File: config.mk
export PLATFORM = sky130hd
export DESIGN_NAME = tmrcc_top
export DESIGN_NICKNAME = d
export VERILOG_FILES = /design/src/hdl/tmrcc_pkg.sv /design/src/hdl/tmrcc_top.sv
export VERILOG_INCLUDE_DIRS = /design/src /design/src/hdl
export SDC_FILE = /design/constraint.sdc
export NUM_CORES = 1
export LEC_CHECK = 0
export BUFFER_PORTS_ARGS = -buffer_cell sky130_fd_sc_hd__buf_2
export CAP_MARGIN = 20
export CORE_AREA = 4 4 133 135
export DETAILED_ROUTE_END_ITERATION = 10
export DIE_AREA = 0 0 137 139
export PLACE_DENSITY = 0.88
export SYNTH_ARGS = -nofsm -noshare
export SYNTH_HDL_FRONTEND = slang
export SYNTH_SLANG_ARGS = --single-unit
File: constraint.sdc
create_clock -name mclk -period 6.6 [get_ports mclk]
set_input_delay 0.33 -clock mclk [delete_from_list [all_inputs] [get_ports mclk]]
set_output_delay 0.33 -clock mclk [all_outputs]
set_load 0.005 [all_outputs]
File: src/hdl/tmrcc_regs.svh
// register offsets, field positions and reset values of the timer channel control block
`ifndef TMRCC_REGS_SVH
`define TMRCC_REGS_SVH
`define TMRCC_ADDR_W 4
`define TMRCC_OFS_TOGGLE 4'h0
`define TMRCC_OFS_ACT_UP 4'h1
`define TMRCC_OFS_ACT_LO 4'h2
`define TMRCC_OFS_EDGE_UP 4'h3
`define TMRCC_OFS_EDGE_LO 4'h4
`define TMRCC_OFS_IEN 4'h5
`define TMRCC_OFS_SCR2 4'h6
`define TMRCC_OFS_MASK7 4'h7
`define TMRCC_OFS_LEVEL7 4'h8
`define TMRCC_OFS_CMP7 4'h9
`define TMRCC_OFS_CNT 4'ha
`define TMRCC_OFS_FLAGS 4'hb
`define TMRCC_OFS_OVF 4'hc
`define TMRCC_OFS_ISTAT 4'hd
`define TMRCC_OFS_IMASK 4'he
`define TMRCC_BIT_OVF_IEN 7
`define TMRCC_BIT_CRE 3
`define TMRCC_RST_BYTE 8'h00
`define TMRCC_RST_CNT 16'h0000
`define TMRCC_CNT_MAX 16'hffff
`endif

File: src/hdl/tmrcc_pkg.sv
// types shared by the timer channel control block
package tmrcc_pkg;
    typedef enum logic [1:0] {
        TMRCC_ACT_OFF,
        TMRCC_ACT_TOGGLE,
        TMRCC_ACT_LOW,
        TMRCC_ACT_HIGH
    } tmrcc_act_t;
    typedef enum logic [1:0] {
        TMRCC_EDGE_OFF,
        TMRCC_EDGE_RISE,
        TMRCC_EDGE_FALL,
        TMRCC_EDGE_ANY
    } tmrcc_edge_t;
endpackage

File: src/hdl/tmrcc_top.sv
// timer channel control: compare pin actions, capture edges, prescaler, counter, interrupts
//
// Design decisions made here: strobed register access and the register addresses.
`include "tmrcc_regs.svh"
module tmrcc_top
    import tmrcc_pkg::*;
#(
    parameter int NCH = 8
) (
    input wire logic mclk, // bus clock, 100 MHz
    input wire logic rstn, // asynchronous reset, active low
    input wire logic [`TMRCC_ADDR_W-1:0] addr, // register address
    input wire logic [7:0] wdata, // write data
    input wire logic wr, // write strobe
    input wire logic rd, // read strobe
    output logic [7:0] rdata, // read data, cycle after rd
    input wire logic [NCH-1:0] direction_select, // 1 = output compare per channel
    input wire logic [NCH-1:0] force_compare, // one-cycle forced compare request
    input wire logic [NCH-1:0] pin_in, // timer pin levels from outside
    output logic [NCH-1:0] pin_out, // compare output lines
    output logic [NCH-1:0] pin_oe, // high while the channel drives its pin
    output logic [NCH-1:0] capture_pulse, // capture event per channel
    output logic [15:0] capture_value, // counter value at the latest capture
    output logic irq // level interrupt request
);

    logic [7:0] toggle_q, act_up_q, act_lo_q, edge_up_q, edge_lo_q, ien_q, scr2_q;
    logic [7:0] mask7_q, level7_q, flags_q, istat_q, imask_q, rdata_q;
    logic ovf_q;
    logic [15:0] cmp7_q, cnt_q, capv_q;
    logic [6:0] pre_cnt_q;
    logic [2:0] pre_sel_q;
    logic [NCH-1:0] pin_q, oe_q, pin_in_q, cap_q;
    logic irq_q;
    logic tick, wrap, hit7, cnt_rst;
    logic [NCH-1:0] cmp_hit, cap_ev;

    // two-bit field of channel ch from an upper/lower register pair
    function automatic logic [1:0] field2(input logic [7:0] up, input logic [7:0] lo,
                                          input int ch);
        logic [15:0] w;
        w = {up, lo};
        return w[2*ch +: 2];
    endfunction

    function automatic logic wsel(input logic [`TMRCC_ADDR_W-1:0] a);
        return wr && (addr == a);
    endfunction

    // control registers: plain storage, no side effects
    always_ff @(posedge mclk or negedge rstn) begin
        if (!rstn) begin
            toggle_q <= `TMRCC_RST_BYTE;
            act_up_q <= `TMRCC_RST_BYTE;
            act_lo_q <= `TMRCC_RST_BYTE;
            edge_up_q <= `TMRCC_RST_BYTE;
            edge_lo_q <= `TMRCC_RST_BYTE;
            ien_q <= `TMRCC_RST_BYTE;
            scr2_q <= `TMRCC_RST_BYTE;
            mask7_q <= `TMRCC_RST_BYTE;
            level7_q <= `TMRCC_RST_BYTE;
            imask_q <= `TMRCC_RST_BYTE;
        end else begin
            if (wsel(`TMRCC_OFS_TOGGLE)) toggle_q <= wdata;
            if (wsel(`TMRCC_OFS_ACT_UP)) act_up_q <= wdata;
            if (wsel(`TMRCC_OFS_ACT_LO)) act_lo_q <= wdata;
            if (wsel(`TMRCC_OFS_EDGE_UP)) edge_up_q <= wdata;
            if (wsel(`TMRCC_OFS_EDGE_LO)) edge_lo_q <= wdata;
            if (wsel(`TMRCC_OFS_IEN)) ien_q <= wdata;
            if (wsel(`TMRCC_OFS_SCR2)) scr2_q <= wdata;
            if (wsel(`TMRCC_OFS_MASK7)) mask7_q <= wdata;
            if (wsel(`TMRCC_OFS_LEVEL7)) level7_q <= wdata;
            if (wsel(`TMRCC_OFS_IMASK)) imask_q <= wdata;
        end
    end

    // channel 7 compare value, written high byte then low byte
    always_ff @(posedge mclk or negedge rstn) begin
        if (!rstn) begin
            cmp7_q <= `TMRCC_RST_CNT;
        end else if (wsel(`TMRCC_OFS_CMP7)) begin
            cmp7_q <= {cmp7_q[7:0], wdata};
        end
    end

    // prescaler: the new select is only adopted when all stages are zero
    always_ff @(posedge mclk or negedge rstn) begin
        if (!rstn) begin
            pre_cnt_q <= 7'h00;
            pre_sel_q <= 3'h0;
        end else begin
            pre_cnt_q <= 7'(pre_cnt_q + 7'h01);
            if (pre_cnt_q == 7'h00) pre_sel_q <= scr2_q[2:0];
        end
    end

    // tick when the low pre_sel stages have all rolled over; divide by 2^sel
    assign tick = ((pre_cnt_q & 7'((8'h01 << pre_sel_q) - 8'h01)) == 7'h00);
    assign hit7 = tick && (cnt_q == cmp7_q);
    assign cnt_rst = hit7 && scr2_q[`TMRCC_BIT_CRE];
    // with reset enabled and compare-7 at max, reaching max is a compare reset, not an overflow
    assign wrap = tick && (cnt_q == `TMRCC_CNT_MAX) && !cnt_rst;

    // main counter; with compare reset enabled, compare-7 at zero keeps it pinned at zero
    always_ff @(posedge mclk or negedge rstn) begin
        if (!rstn) begin
            cnt_q <= `TMRCC_RST_CNT;
        end else if (cnt_rst) begin
            cnt_q <= `TMRCC_RST_CNT;
        end else if (tick) begin
            cnt_q <= 16'(cnt_q + 16'h0001);
        end
    end

    // channel compares: channel 7 uses its own value, channels 0-6 never produce a compare hit here
    // limitation: compare registers of channels 0-6 live outside; their hits come as
    // force_compare-like events only, so here only channel 7 produces a real compare
    assign cmp_hit = {hit7, {(NCH-1){1'b0}}};

    // pin action per channel
    always_ff @(posedge mclk or negedge rstn) begin
        if (!rstn) begin
            pin_q <= '0;
            oe_q <= '0;
        end else begin
            for (int ch = 0; ch < NCH; ch++) begin
                tmrcc_act_t act;
                logic own, ovt;
                act = tmrcc_act_t'(field2(act_up_q, act_lo_q, ch));
                oe_q[ch] <= direction_select[ch] &&
                            (act != TMRCC_ACT_OFF || mask7_q[ch]);
                own = cmp_hit[ch] || force_compare[ch];
                ovt = wrap && toggle_q[ch] && direction_select[ch];
                if (hit7 && mask7_q[ch] && direction_select[ch]) begin
                    pin_q[ch] <= level7_q[ch];
                end else if (ovt) begin
                    pin_q[ch] <= ~pin_q[ch];
                end else if (own && direction_select[ch] && !(hit7 && ch != NCH-1)) begin
                    unique case (act)
                        TMRCC_ACT_OFF: pin_q[ch] <= pin_q[ch];
                        TMRCC_ACT_TOGGLE: pin_q[ch] <= ~pin_q[ch];
                        TMRCC_ACT_LOW: pin_q[ch] <= 1'b0;
                        TMRCC_ACT_HIGH: pin_q[ch] <= 1'b1;
                    endcase
                end
            end
        end
    end

    // capture edge detectors on input-capture channels
    always_comb begin
        for (int ch = 0; ch < NCH; ch++) begin
            tmrcc_edge_t e;
            e = tmrcc_edge_t'(field2(edge_up_q, edge_lo_q, ch));
            unique case (e)
                TMRCC_EDGE_OFF: cap_ev[ch] = 1'b0;
                TMRCC_EDGE_RISE: cap_ev[ch] = pin_in[ch] && !pin_in_q[ch];
                TMRCC_EDGE_FALL: cap_ev[ch] = !pin_in[ch] && pin_in_q[ch];
                TMRCC_EDGE_ANY: cap_ev[ch] = pin_in[ch] ^ pin_in_q[ch];
            endcase
            cap_ev[ch] = cap_ev[ch] && !direction_select[ch];
        end
    end

    always_ff @(posedge mclk or negedge rstn) begin
        if (!rstn) begin
            pin_in_q <= '0;
            cap_q <= '0;
            capv_q <= `TMRCC_RST_CNT;
        end else begin
            pin_in_q <= pin_in;
            cap_q <= cap_ev;
            if (|cap_ev) capv_q <= cnt_q;
        end
    end

    // channel and overflow flags: write one clears, a new event wins over the clear
    always_ff @(posedge mclk or negedge rstn) begin
        if (!rstn) begin
            flags_q <= `TMRCC_RST_BYTE;
            ovf_q <= 1'b0;
        end else begin
            flags_q <= (flags_q & ~(wsel(`TMRCC_OFS_FLAGS) ? wdata : 8'h00)) | cmp_hit | cap_ev;
            if (wrap) ovf_q <= 1'b1;
            else if (wsel(`TMRCC_OFS_OVF) && wdata[7]) ovf_q <= 1'b0;
        end
    end

    // interrupt status: bit0 channel flags, bit1 overflow, bit2 capture; read clears
    always_ff @(posedge mclk or negedge rstn) begin
        if (!rstn) begin
            istat_q <= `TMRCC_RST_BYTE;
        end else begin
            istat_q <= (rd && addr == `TMRCC_OFS_ISTAT) ? 8'h00 : istat_q;
            if (|(cmp_hit | cap_ev)) istat_q[0] <= 1'b1;
            if (wrap) istat_q[1] <= 1'b1;
            if (|cap_ev) istat_q[2] <= 1'b1;
        end
    end

    // interrupt line: channel and overflow requests plus masked status
    always_ff @(posedge mclk or negedge rstn) begin
        if (!rstn) begin
            irq_q <= 1'b0;
        end else begin
            irq_q <= |(flags_q & ien_q) ||
                     (ovf_q && scr2_q[`TMRCC_BIT_OVF_IEN]) ||
                     |(istat_q & imask_q);
        end
    end

    // read data, one cycle after the strobe, zero otherwise
    always_ff @(posedge mclk or negedge rstn) begin
        if (!rstn) begin
            rdata_q <= 8'h00;
        end else if (rd) begin
            unique case (addr)
                `TMRCC_OFS_TOGGLE: rdata_q <= toggle_q;
                `TMRCC_OFS_ACT_UP: rdata_q <= act_up_q;
                `TMRCC_OFS_ACT_LO: rdata_q <= act_lo_q;
                `TMRCC_OFS_EDGE_UP: rdata_q <= edge_up_q;
                `TMRCC_OFS_EDGE_LO: rdata_q <= edge_lo_q;
                `TMRCC_OFS_IEN: rdata_q <= ien_q;
                `TMRCC_OFS_SCR2: rdata_q <= scr2_q;
                `TMRCC_OFS_MASK7: rdata_q <= mask7_q;
                `TMRCC_OFS_LEVEL7: rdata_q <= level7_q;
                `TMRCC_OFS_CMP7: rdata_q <= cmp7_q[7:0];
                `TMRCC_OFS_CNT: rdata_q <= cnt_q[7:0];
                `TMRCC_OFS_FLAGS: rdata_q <= flags_q;
                `TMRCC_OFS_OVF: rdata_q <= {ovf_q, 7'h00};
                `TMRCC_OFS_ISTAT: rdata_q <= istat_q;
                `TMRCC_OFS_IMASK: rdata_q <= imask_q;
                default: rdata_q <= 8'h00;
            endcase
        end else begin
            rdata_q <= 8'h00;
        end
    end

    assign rdata = rdata_q;
    assign pin_out = pin_q;
    assign pin_oe = oe_q;
    assign capture_pulse = cap_q;
    assign capture_value = capv_q;
    assign irq = irq_q;
endmodule

* Word-level counts from Yosys, hierarchy flattened
Index checks and enable logic that the tools add are counted. Widths: inputs -> output; s select.
Cells by class: reduce and logical (&&, ||, !) cells 188, bitwise gates (word level) 24, multiplexer cells 51, shift operators 1, add/subtract/negate cells 3, eq/ne operators 72
Operator list (number):
- $pmux 8 s15 | 1
- $logic_and 1x1->1 | 99
- $eq 2x2->1 const B | 32
- $eq 2x1->1 const B | 16
- $logic_not 2->1 | 16
- $mux 16 | 2
- $pmux 1 s4 | 8
- $reduce_or 8->1 | 4
- $mux 1 | 29
- $eq 4x4->1 const B | 7
- $logic_not 1->1 | 26
- $reduce_bool 2->1 | 13
- $ne 3x3->1 const B | 8
- $or 8x8->8 | 3
- $pmux 1 s3 | 8
- $reduce_bool 3->1 | 8
- $add 16x1->16 const B | 1
- $and 8x8->8 | 2
- $eq 16x16->1 | 1
- $eq 16x16->1 const B | 1
- $eq 4x3->1 const B | 4
- $mux 8 | 2
- $reduce_and 2->1 | 8
- $logic_not 7->1 | 2
- other kinds (13) | 38
Storage, ports and cells: bits of input ports 40, flip-flop bits (word level) 191, word-level logic and storage cells 372

* Logic depth before layout (Yosys ltp)
word-level depth 12, depth in mapped cells 9, depth with buffers taken out 8

* Worst setup path after synthesis
OpenSTA, ideal clock, no wires.
path type register to register, from register cnt_q[6], to register pin_q[7], in the netlist pin_out[7], setup time 120 ps, arrival time 2069 ps, cell stages (with the launch flop) 8, path buffers 1, slack 4410 ps, data required time 6480 ps, path through dfrtp_1 > buf_6 > xor2_1 > nor4_1 > nand4_2 > or4_1 > a211o_1 > o211a_1
On the way: word-level cells in the longest chain between the ends 9
RTL lines:
- from (decl) | RTL line tmrcc_top.sv:30 | logic [15:0] cmp7_q, cnt_q, capv_q;
- from (signal assigned) | RTL line tmrcc_top.sv:107 | cnt_q <= `TMRCC_RST_CNT;
- from (signal assigned) | RTL line tmrcc_top.sv:109 | cnt_q <= `TMRCC_RST_CNT;
- from (signal assigned) | RTL line tmrcc_top.sv:111 | cnt_q <= 16'(cnt_q + 16'h0001);
- $eq 16x16->1 | RTL line tmrcc_top.sv:99 | assign hit7 = tick && (cnt_q == cmp7_q);
- $logic_and 1x1->1 | RTL line tmrcc_top.sv:99
- $logic_and 1x1->1 | RTL line tmrcc_top.sv:100 | assign cnt_rst = hit7 && scr2_q[`TMRCC_BIT_CRE];
- $logic_not 1->1 | RTL line tmrcc_top.sv:102 | assign wrap = tick && (cnt_q == `TMRCC_CNT_MAX) && !cnt_rst;
- $logic_and 1x1->1 | RTL line tmrcc_top.sv:102
- $logic_and 1x1->1 (2 in a row) | RTL line tmrcc_top.sv:133 | ovt = wrap && toggle_q[ch] && direction_select[ch];
- $ne 3x3->1 (no line) (tied with other cells)
- $reduce_and 2->1 (no line) / $mux 1 (equally long branches)
- to (signal, indexed assignment) | RTL line tmrcc_top.sv:135 | pin_q[ch] <= level7_q[ch];
- to (signal, indexed assignment) | RTL line tmrcc_top.sv:137 | pin_q[ch] <= ~pin_q[ch];
- to (signal, indexed assignment) | RTL line tmrcc_top.sv:140 | TMRCC_ACT_OFF: pin_q[ch] <= pin_q[ch];
- to (decl) | RTL line tmrcc_top.sv:33 | logic [NCH-1:0] pin_q, oe_q, pin_in_q, cap_q;
Parallel ways exist; a longest one is shown, timed or not. A chain may end at the register's enable or synchronous reset.

* Final worst setup path
from register cnt_q[1], to register cnt_q[11]
On the way: word-level cells in the longest chain between the ends 4
RTL lines:
- branches (longest 4 deep; another with $add 16x1->16)
Parallel ways; which one is timed is not known. The select of a mux whose other input is x is not followed.

==> impl_metrics.prom <==
# TYPE chip_impl_metric gauge
chip_impl_metric{name="slew_headroom",unit="%"} 22.9
chip_impl_metric{name="io_pins",unit=""} 89
chip_impl_metric{name="maxCapViolCount",unit=""} 0
chip_impl_metric{name="power_density",unit="mW/mm^2"} 326
chip_impl_metric{name="preCtsSetupSlack",unit="ps"} 3110
chip_impl_metric{name="antenna_cells_inserted",unit=""} 0
chip_impl_metric{name="design.core.area",unit="mm^2"} 0.0165
chip_impl_info{name="synth.area.top_cells",value="sky130_fd_sc_hd__dfrtp_1, sky130_fd_sc_hd__mux2_2, sky130_fd_sc_hd__ha_1, sky130_fd_sc_hd__nand2_1, sky130_fd_sc_hd__xor2_1"} 1
chip_impl_info{name="hold_path_startpoint",value="pin_in[3]"} 1
chip_impl_info{name="cp-start-kind",value="flip-flop"} 1
chip_impl_metric{name="synth_edf_count",unit=""} 0
chip_impl_info{name="critical-path-slowest-cell",value="sky130_fd_sc_hd__nor2_1"} 1
chip_impl_metric{name="synthSimpleGateAreaFrac",unit="%"} 12.4
chip_impl_metric{name="power.net_switching",unit="mW"} 1.12
chip_impl_metric{name="initialDrtViolationCount",unit=""} 973
chip_impl_metric{name="routabilityCongestion",unit=""} 0.987
chip_impl_metric{name="worst_slack",unit="ps"} 3490
chip_impl_metric{name="ir_worst_vdd",unit="mV"} 0.200
chip_impl_metric{name="areaGrowthSynthToFinish",unit="%"} 12.2
chip_impl_metric{name="worst_path_largest_cell_delay",unit="ps"} 850
chip_impl_metric{name="pin_count_of_the_biggest_net_entering_global_routing",unit=""} 121
chip_impl_metric{name="number_of_antenna_violations_at_the_first_check_in_global_routing",unit=""} 1
chip_impl_metric{name="post_synthesis_sequential_area_ratio",unit="%"} 49.2
chip_impl_metric{name="detailed_place_hpwl",unit="um"} 19000
chip_impl_metric{name="power.share.clock",unit="%"} 29.8
chip_impl_metric{name="place.port_buffers",unit=""} 88
chip_impl_metric{name="synth_compound_gate_area_share",unit="%"} 13.6
chip_impl_metric{name="clock-sinks",unit=""} 191
chip_impl_metric{name="final_cycle_utilization_of_the_critical_path",unit="%"} 47.2
chip_impl_metric{name="clk_pin_slew",unit="ps"} 70
chip_impl_metric{name="floorplan.initialDensity",unit="%"} 58.9
chip_impl_metric{name="yosys_register_bits",unit=""} 191
chip_impl_metric{name="fp.dieW",unit="um"} 137
chip_impl_metric{name="regToRegSetupSlack",unit="ps"} 3490
chip_impl_metric{name="insertion_delay",unit="ps"} 440
chip_impl_metric{name="seq_power_share",unit="%"} 48.8
chip_impl_metric{name="time_the_worst_path_needs_with_i_o_delays_and_setup",unit="ps"} 3110
chip_impl_metric{name="maxClockFrequency",unit="MHz"} 321
chip_impl_metric{name="setup_violations",unit=""} 0
chip_impl_metric{name="synthesis.area",unit="mm^2"} 0.00971
chip_impl_info{name="worst_hold_path_type",value="input pin to flip-flop"} 1
chip_impl_metric{name="total_area_of_multi_input_combinational_cells",unit="mm^2"} 0.00461
chip_impl_metric{name="drcViolationCount",unit=""} 0
chip_impl_metric{name="cts_htree_levels",unit=""} 4
chip_impl_metric{name="synthArstFlopShare",unit="%"} 100
chip_impl_metric{name="path_buf_inv",unit=""} 0
chip_impl_info{name="cts_tree",value="yes"} 1
chip_impl_metric{name="timing.clock.skew",unit="ps"} 11.0
chip_impl_metric{name="post_synth_fa_ha_maj_area_fraction",unit="%"} 2.45
chip_impl_metric{name="post-place-cells",unit=""} 1131
chip_impl_info{name="timing.critical_path.mode_cell",value="sky130_fd_sc_hd__nor2_1"} 1
chip_impl_metric{name="timing.hold.worst_path_depth",unit=""} 1
chip_impl_metric{name="cts_hold_buffers",unit=""} 0
chip_impl_metric{name="report.power.total",unit="mW"} 3.55
chip_impl_metric{name="post_cts_resize_count",unit=""} 0
chip_impl_metric{name="post_synthesis_xor_xnor_area_fraction",unit="%"} 3.16
chip_impl_metric{name="sequential_cell_area",unit="mm^2"} 0.00478
chip_impl_metric{name="final.fill_count",unit=""} 1240
chip_impl_metric{name="totalWireLength",unit="um"} 27300
chip_impl_metric{name="drtAntennaViolNets",unit=""} 0
chip_impl_metric{name="final_layout_size_suffix_gt1_share",unit="%"} 28.1
chip_impl_metric{name="synth-warning-count",unit=""} 0
chip_impl_metric{name="pwr-share-comb",unit="%"} 21.4
chip_impl_metric{name="wl_per_cell",unit="um"} 23.4
chip_impl_metric{name="yosysUniqueCellTypes",unit=""} 70
chip_impl_info{name="synth_top_cell_by_area",value="sky130_fd_sc_hd__dfrtp_1"} 1
chip_impl_metric{name="nNetsFinal",unit=""} 991
chip_impl_metric{name="first_global_vias",unit=""} 7597
chip_impl_info{name="regToRegStartpoint",value="cnt_q[1]"} 1
chip_impl_metric{name="timing.final.hold_violations",unit=""} 0
chip_impl_metric{name="grt_first_pass_wirelength",unit="um"} 42700
chip_impl_metric{name="cts_made_buffers",unit=""} 17
chip_impl_info{name="path_delay_family",value="simple AND/OR/NAND/NOR gates"} 1
chip_impl_info{name="holdPathEnd",value="pin_in_q[3]"} 1
chip_impl_metric{name="gr-total-overflow",unit=""} 0
chip_impl_metric{name="synth_mux_area_share",unit="%"} 15.9
chip_impl_info{name="status",value="completed"} 1
chip_impl_info{name="main_combinational_cell_family_by_area_after_synthesis",value="multiplexers"} 1
chip_impl_metric{name="die_height",unit="um"} 139
chip_impl_info{name="synth_ff_type",value="sky130_fd_sc_hd__dfrtp_1"} 1
chip_impl_metric{name="drt_pre_antenna_iters",unit=""} 6
chip_impl_info{name="setup.worst_path.end_class",value="flip-flop"} 1
chip_impl_metric{name="globalRouteTotalUtil",unit="%"} 29.3
chip_impl_metric{name="power_switching_share",unit="%"} 31.5
chip_impl_metric{name="cts_post_setup_buffers_inserted",unit=""} 0
chip_impl_info{name="clock-root-buffer",value="sky130_fd_sc_hd__clkbuf_16"} 1
chip_impl_metric{name="fp-row-count",unit=""} 47
chip_impl_metric{name="r2r.worst_path.cells",unit=""} 6
chip_impl_metric{name="clk_buf_depth",unit=""} 2
chip_impl_metric{name="worst-slew-pin-transition",unit="ps"} 1150
chip_impl_metric{name="post_drt_via_cell_ratio",unit=""} 6.60
chip_impl_metric{name="synthCells",unit=""} 864
chip_impl_metric{name="design_internal_power",unit="mW"} 2.43
chip_impl_metric{name="critPathArrivalTime",unit="ps"} 3390
chip_impl_metric{name="synth_top_cell_area_share",unit="%"} 49.2
chip_impl_metric{name="mappedNetlistNets",unit=""} 923
chip_impl_metric{name="detailroute.via_count",unit=""} 7686
chip_impl_metric{name="layoutNonFillerInstCount",unit=""} 1165
chip_impl_info{name="r2r-end",value="cnt_q[11]"} 1
chip_impl_info{name="rsz0062_at_grt",value="false"} 1
chip_impl_metric{name="power.leakage",unit="nW"} 4.88
chip_impl_metric{name="synthesis.area_per_instance",unit="um^2"} 11.2
chip_impl_metric{name="crit_path_max_fanout",unit=""} 15
chip_impl_info{name="critical_path_class",value="flip-flop to flip-flop"} 1
chip_impl_metric{name="worst_hold_slack_across_all_endpoints",unit="ps"} 18.6
chip_impl_metric{name="critical_path_required",unit="ps"} 6880
chip_impl_metric{name="timing.final.max_slew_violations",unit=""} 0
chip_impl_metric{name="die_area",unit="mm^2"} 0.0190
chip_impl_metric{name="totalNegativeSetupSlack",unit="ps"} 0
chip_impl_info{name="timing.critical_path.cells",value="xor2_1 -> nor4_1 -> and4_1 -> nand2_1 -> nor2_1 -> nor2_1"} 1
[sequential cells by signal (all words and copies together) (netlist names), 7 cells and up]
signal / flops
pin_out: 8
pin_in_q: 8
cmp7_q: 16
capture_value: 16
act_lo_q: 8
edge_lo_q: 8
pre_cnt_q: 7
act_up_q: 8
ien_q: 8
toggle_q: 8
edge_up_q: 8
rdata: 8
mask7_q: 8
imask_q: 8
level7_q: 8
flags_q: 8
pin_oe: 8
capture_pulse: 8
cnt_q: 16
scr2_q: 8
[power groups by stage]
stage | logic, mW | registers (mW) | clock network [mW]
CTS | 0.756 | 1.72 | 1.06
global route | 0.833 | 1.75 | 1.12
global placement | 0.717 | 1.72 | 0
floorplan | 0.548 | 1.60 | 0
detailed placement | 0.747 | 1.73 | 0
finish | 0.759 | 1.73 | 1.06
[synthesized netlist by cell type, drive strengths merged, types with 3 or more instances]
library cell    n
a21o            9
a21oi          20
a221oi          8
a22o            9
a22oi           4
a2bb2oi         5
a31oi          13
a32oi          10
and2            3
and3            7
and4            3
and4b           4
buf            14
clkbuf         32
dfrtp         191
ha             19
inv            31
mux2          121
mux2i          11
mux4            3
nand2          61
nand3          36
nand3b          9
nand4           8
nor2           48
nor2b          23
nor3           14
nor4            8
o2111ai         6
o211ai         22
o21a            5
o21ai          30
o221ai          5
o31ai           5
xnor2           9
xor2           26
[cells by family (layout without fill, tap and decap cells)]
logic type	count (synthesis)	count (layout)
buf+inv	78	159
simple gates	231	231
xor+xnor	35	35
mux	135	135
flops	191	191
compound gates	175	175
fa+ha+maj	19	19
[area by class of cell]
class                      instances  share of cell area, %
sequential                       191                   43.9
multi-input combinational        595                   42.3
timing repair buffer              95                   4.64
clock inverter                    10                   1.25
tap                              220                   2.53
inverter                          32                   1.10
clock buffer                      22                   4.26
[placed cells by master, fill, tap and decap left out, drive strengths merged, types with 4 or more instances in the layout]
master   instances
a21o             9
a21oi           20
a221oi           8
a22o             9
a22oi            4
a2bb2oi          5
a31oi           13
a32oi           10
and3             7
and4b            4
buf             94
clkbuf          23
clkinv           5
dfrtp          191
ha              19
inv             31
mux2           121
mux2i           11
nand2           61
nand3           36
nand3b           9
nand4            8
nor2            48
nor2b           23
nor3            14
nor4             8
o2111ai          6
o211ai          22
o21a             5
o21ai           30
o221ai           5
o31ai            5
xnor2            9
xor2            26
[layer usage]
layer | wire length [um] | track usage [%] | part of all wire, % | vias up
met3 | 2870 | 7.62 | 11 | 100
met1 | 10700 | 40.5 | 39 | 3804
met4 | 1150 | 13.1 | 4.2 | 2
met2 | 12500 | 43.7 | 46 | 468
li1 | - | - | - | 3312
met5 | 7 | 0 | 0.026 | -
[per-stage QoR]
step                area (um^2)  utilization [%]
finish                    10900             66.1
global route              10900             66.1
CTS                       10900             66.0
detailed placement        10300             62.4
global placement          10300             62.4
floorplan                  9710                -
[how the worst max path moves through the flow]
stage                       from         end  slack (ps)  cells after the start
detailed placement  pre_sel_q[2]    cnt_q[8]        3110                      6
global route            cnt_q[5]   cnt_q[11]        3270                      6
finish                  cnt_q[1]   cnt_q[11]        3490                      6
floorplan               cnt_q[6]  pin_out[7]        4410                      7
CTS                 pre_sel_q[2]   cnt_q[11]        3060                      6
global placement    pre_sel_q[2]    cnt_q[9]        3260                      6
(Power assumes the default switching activity.)
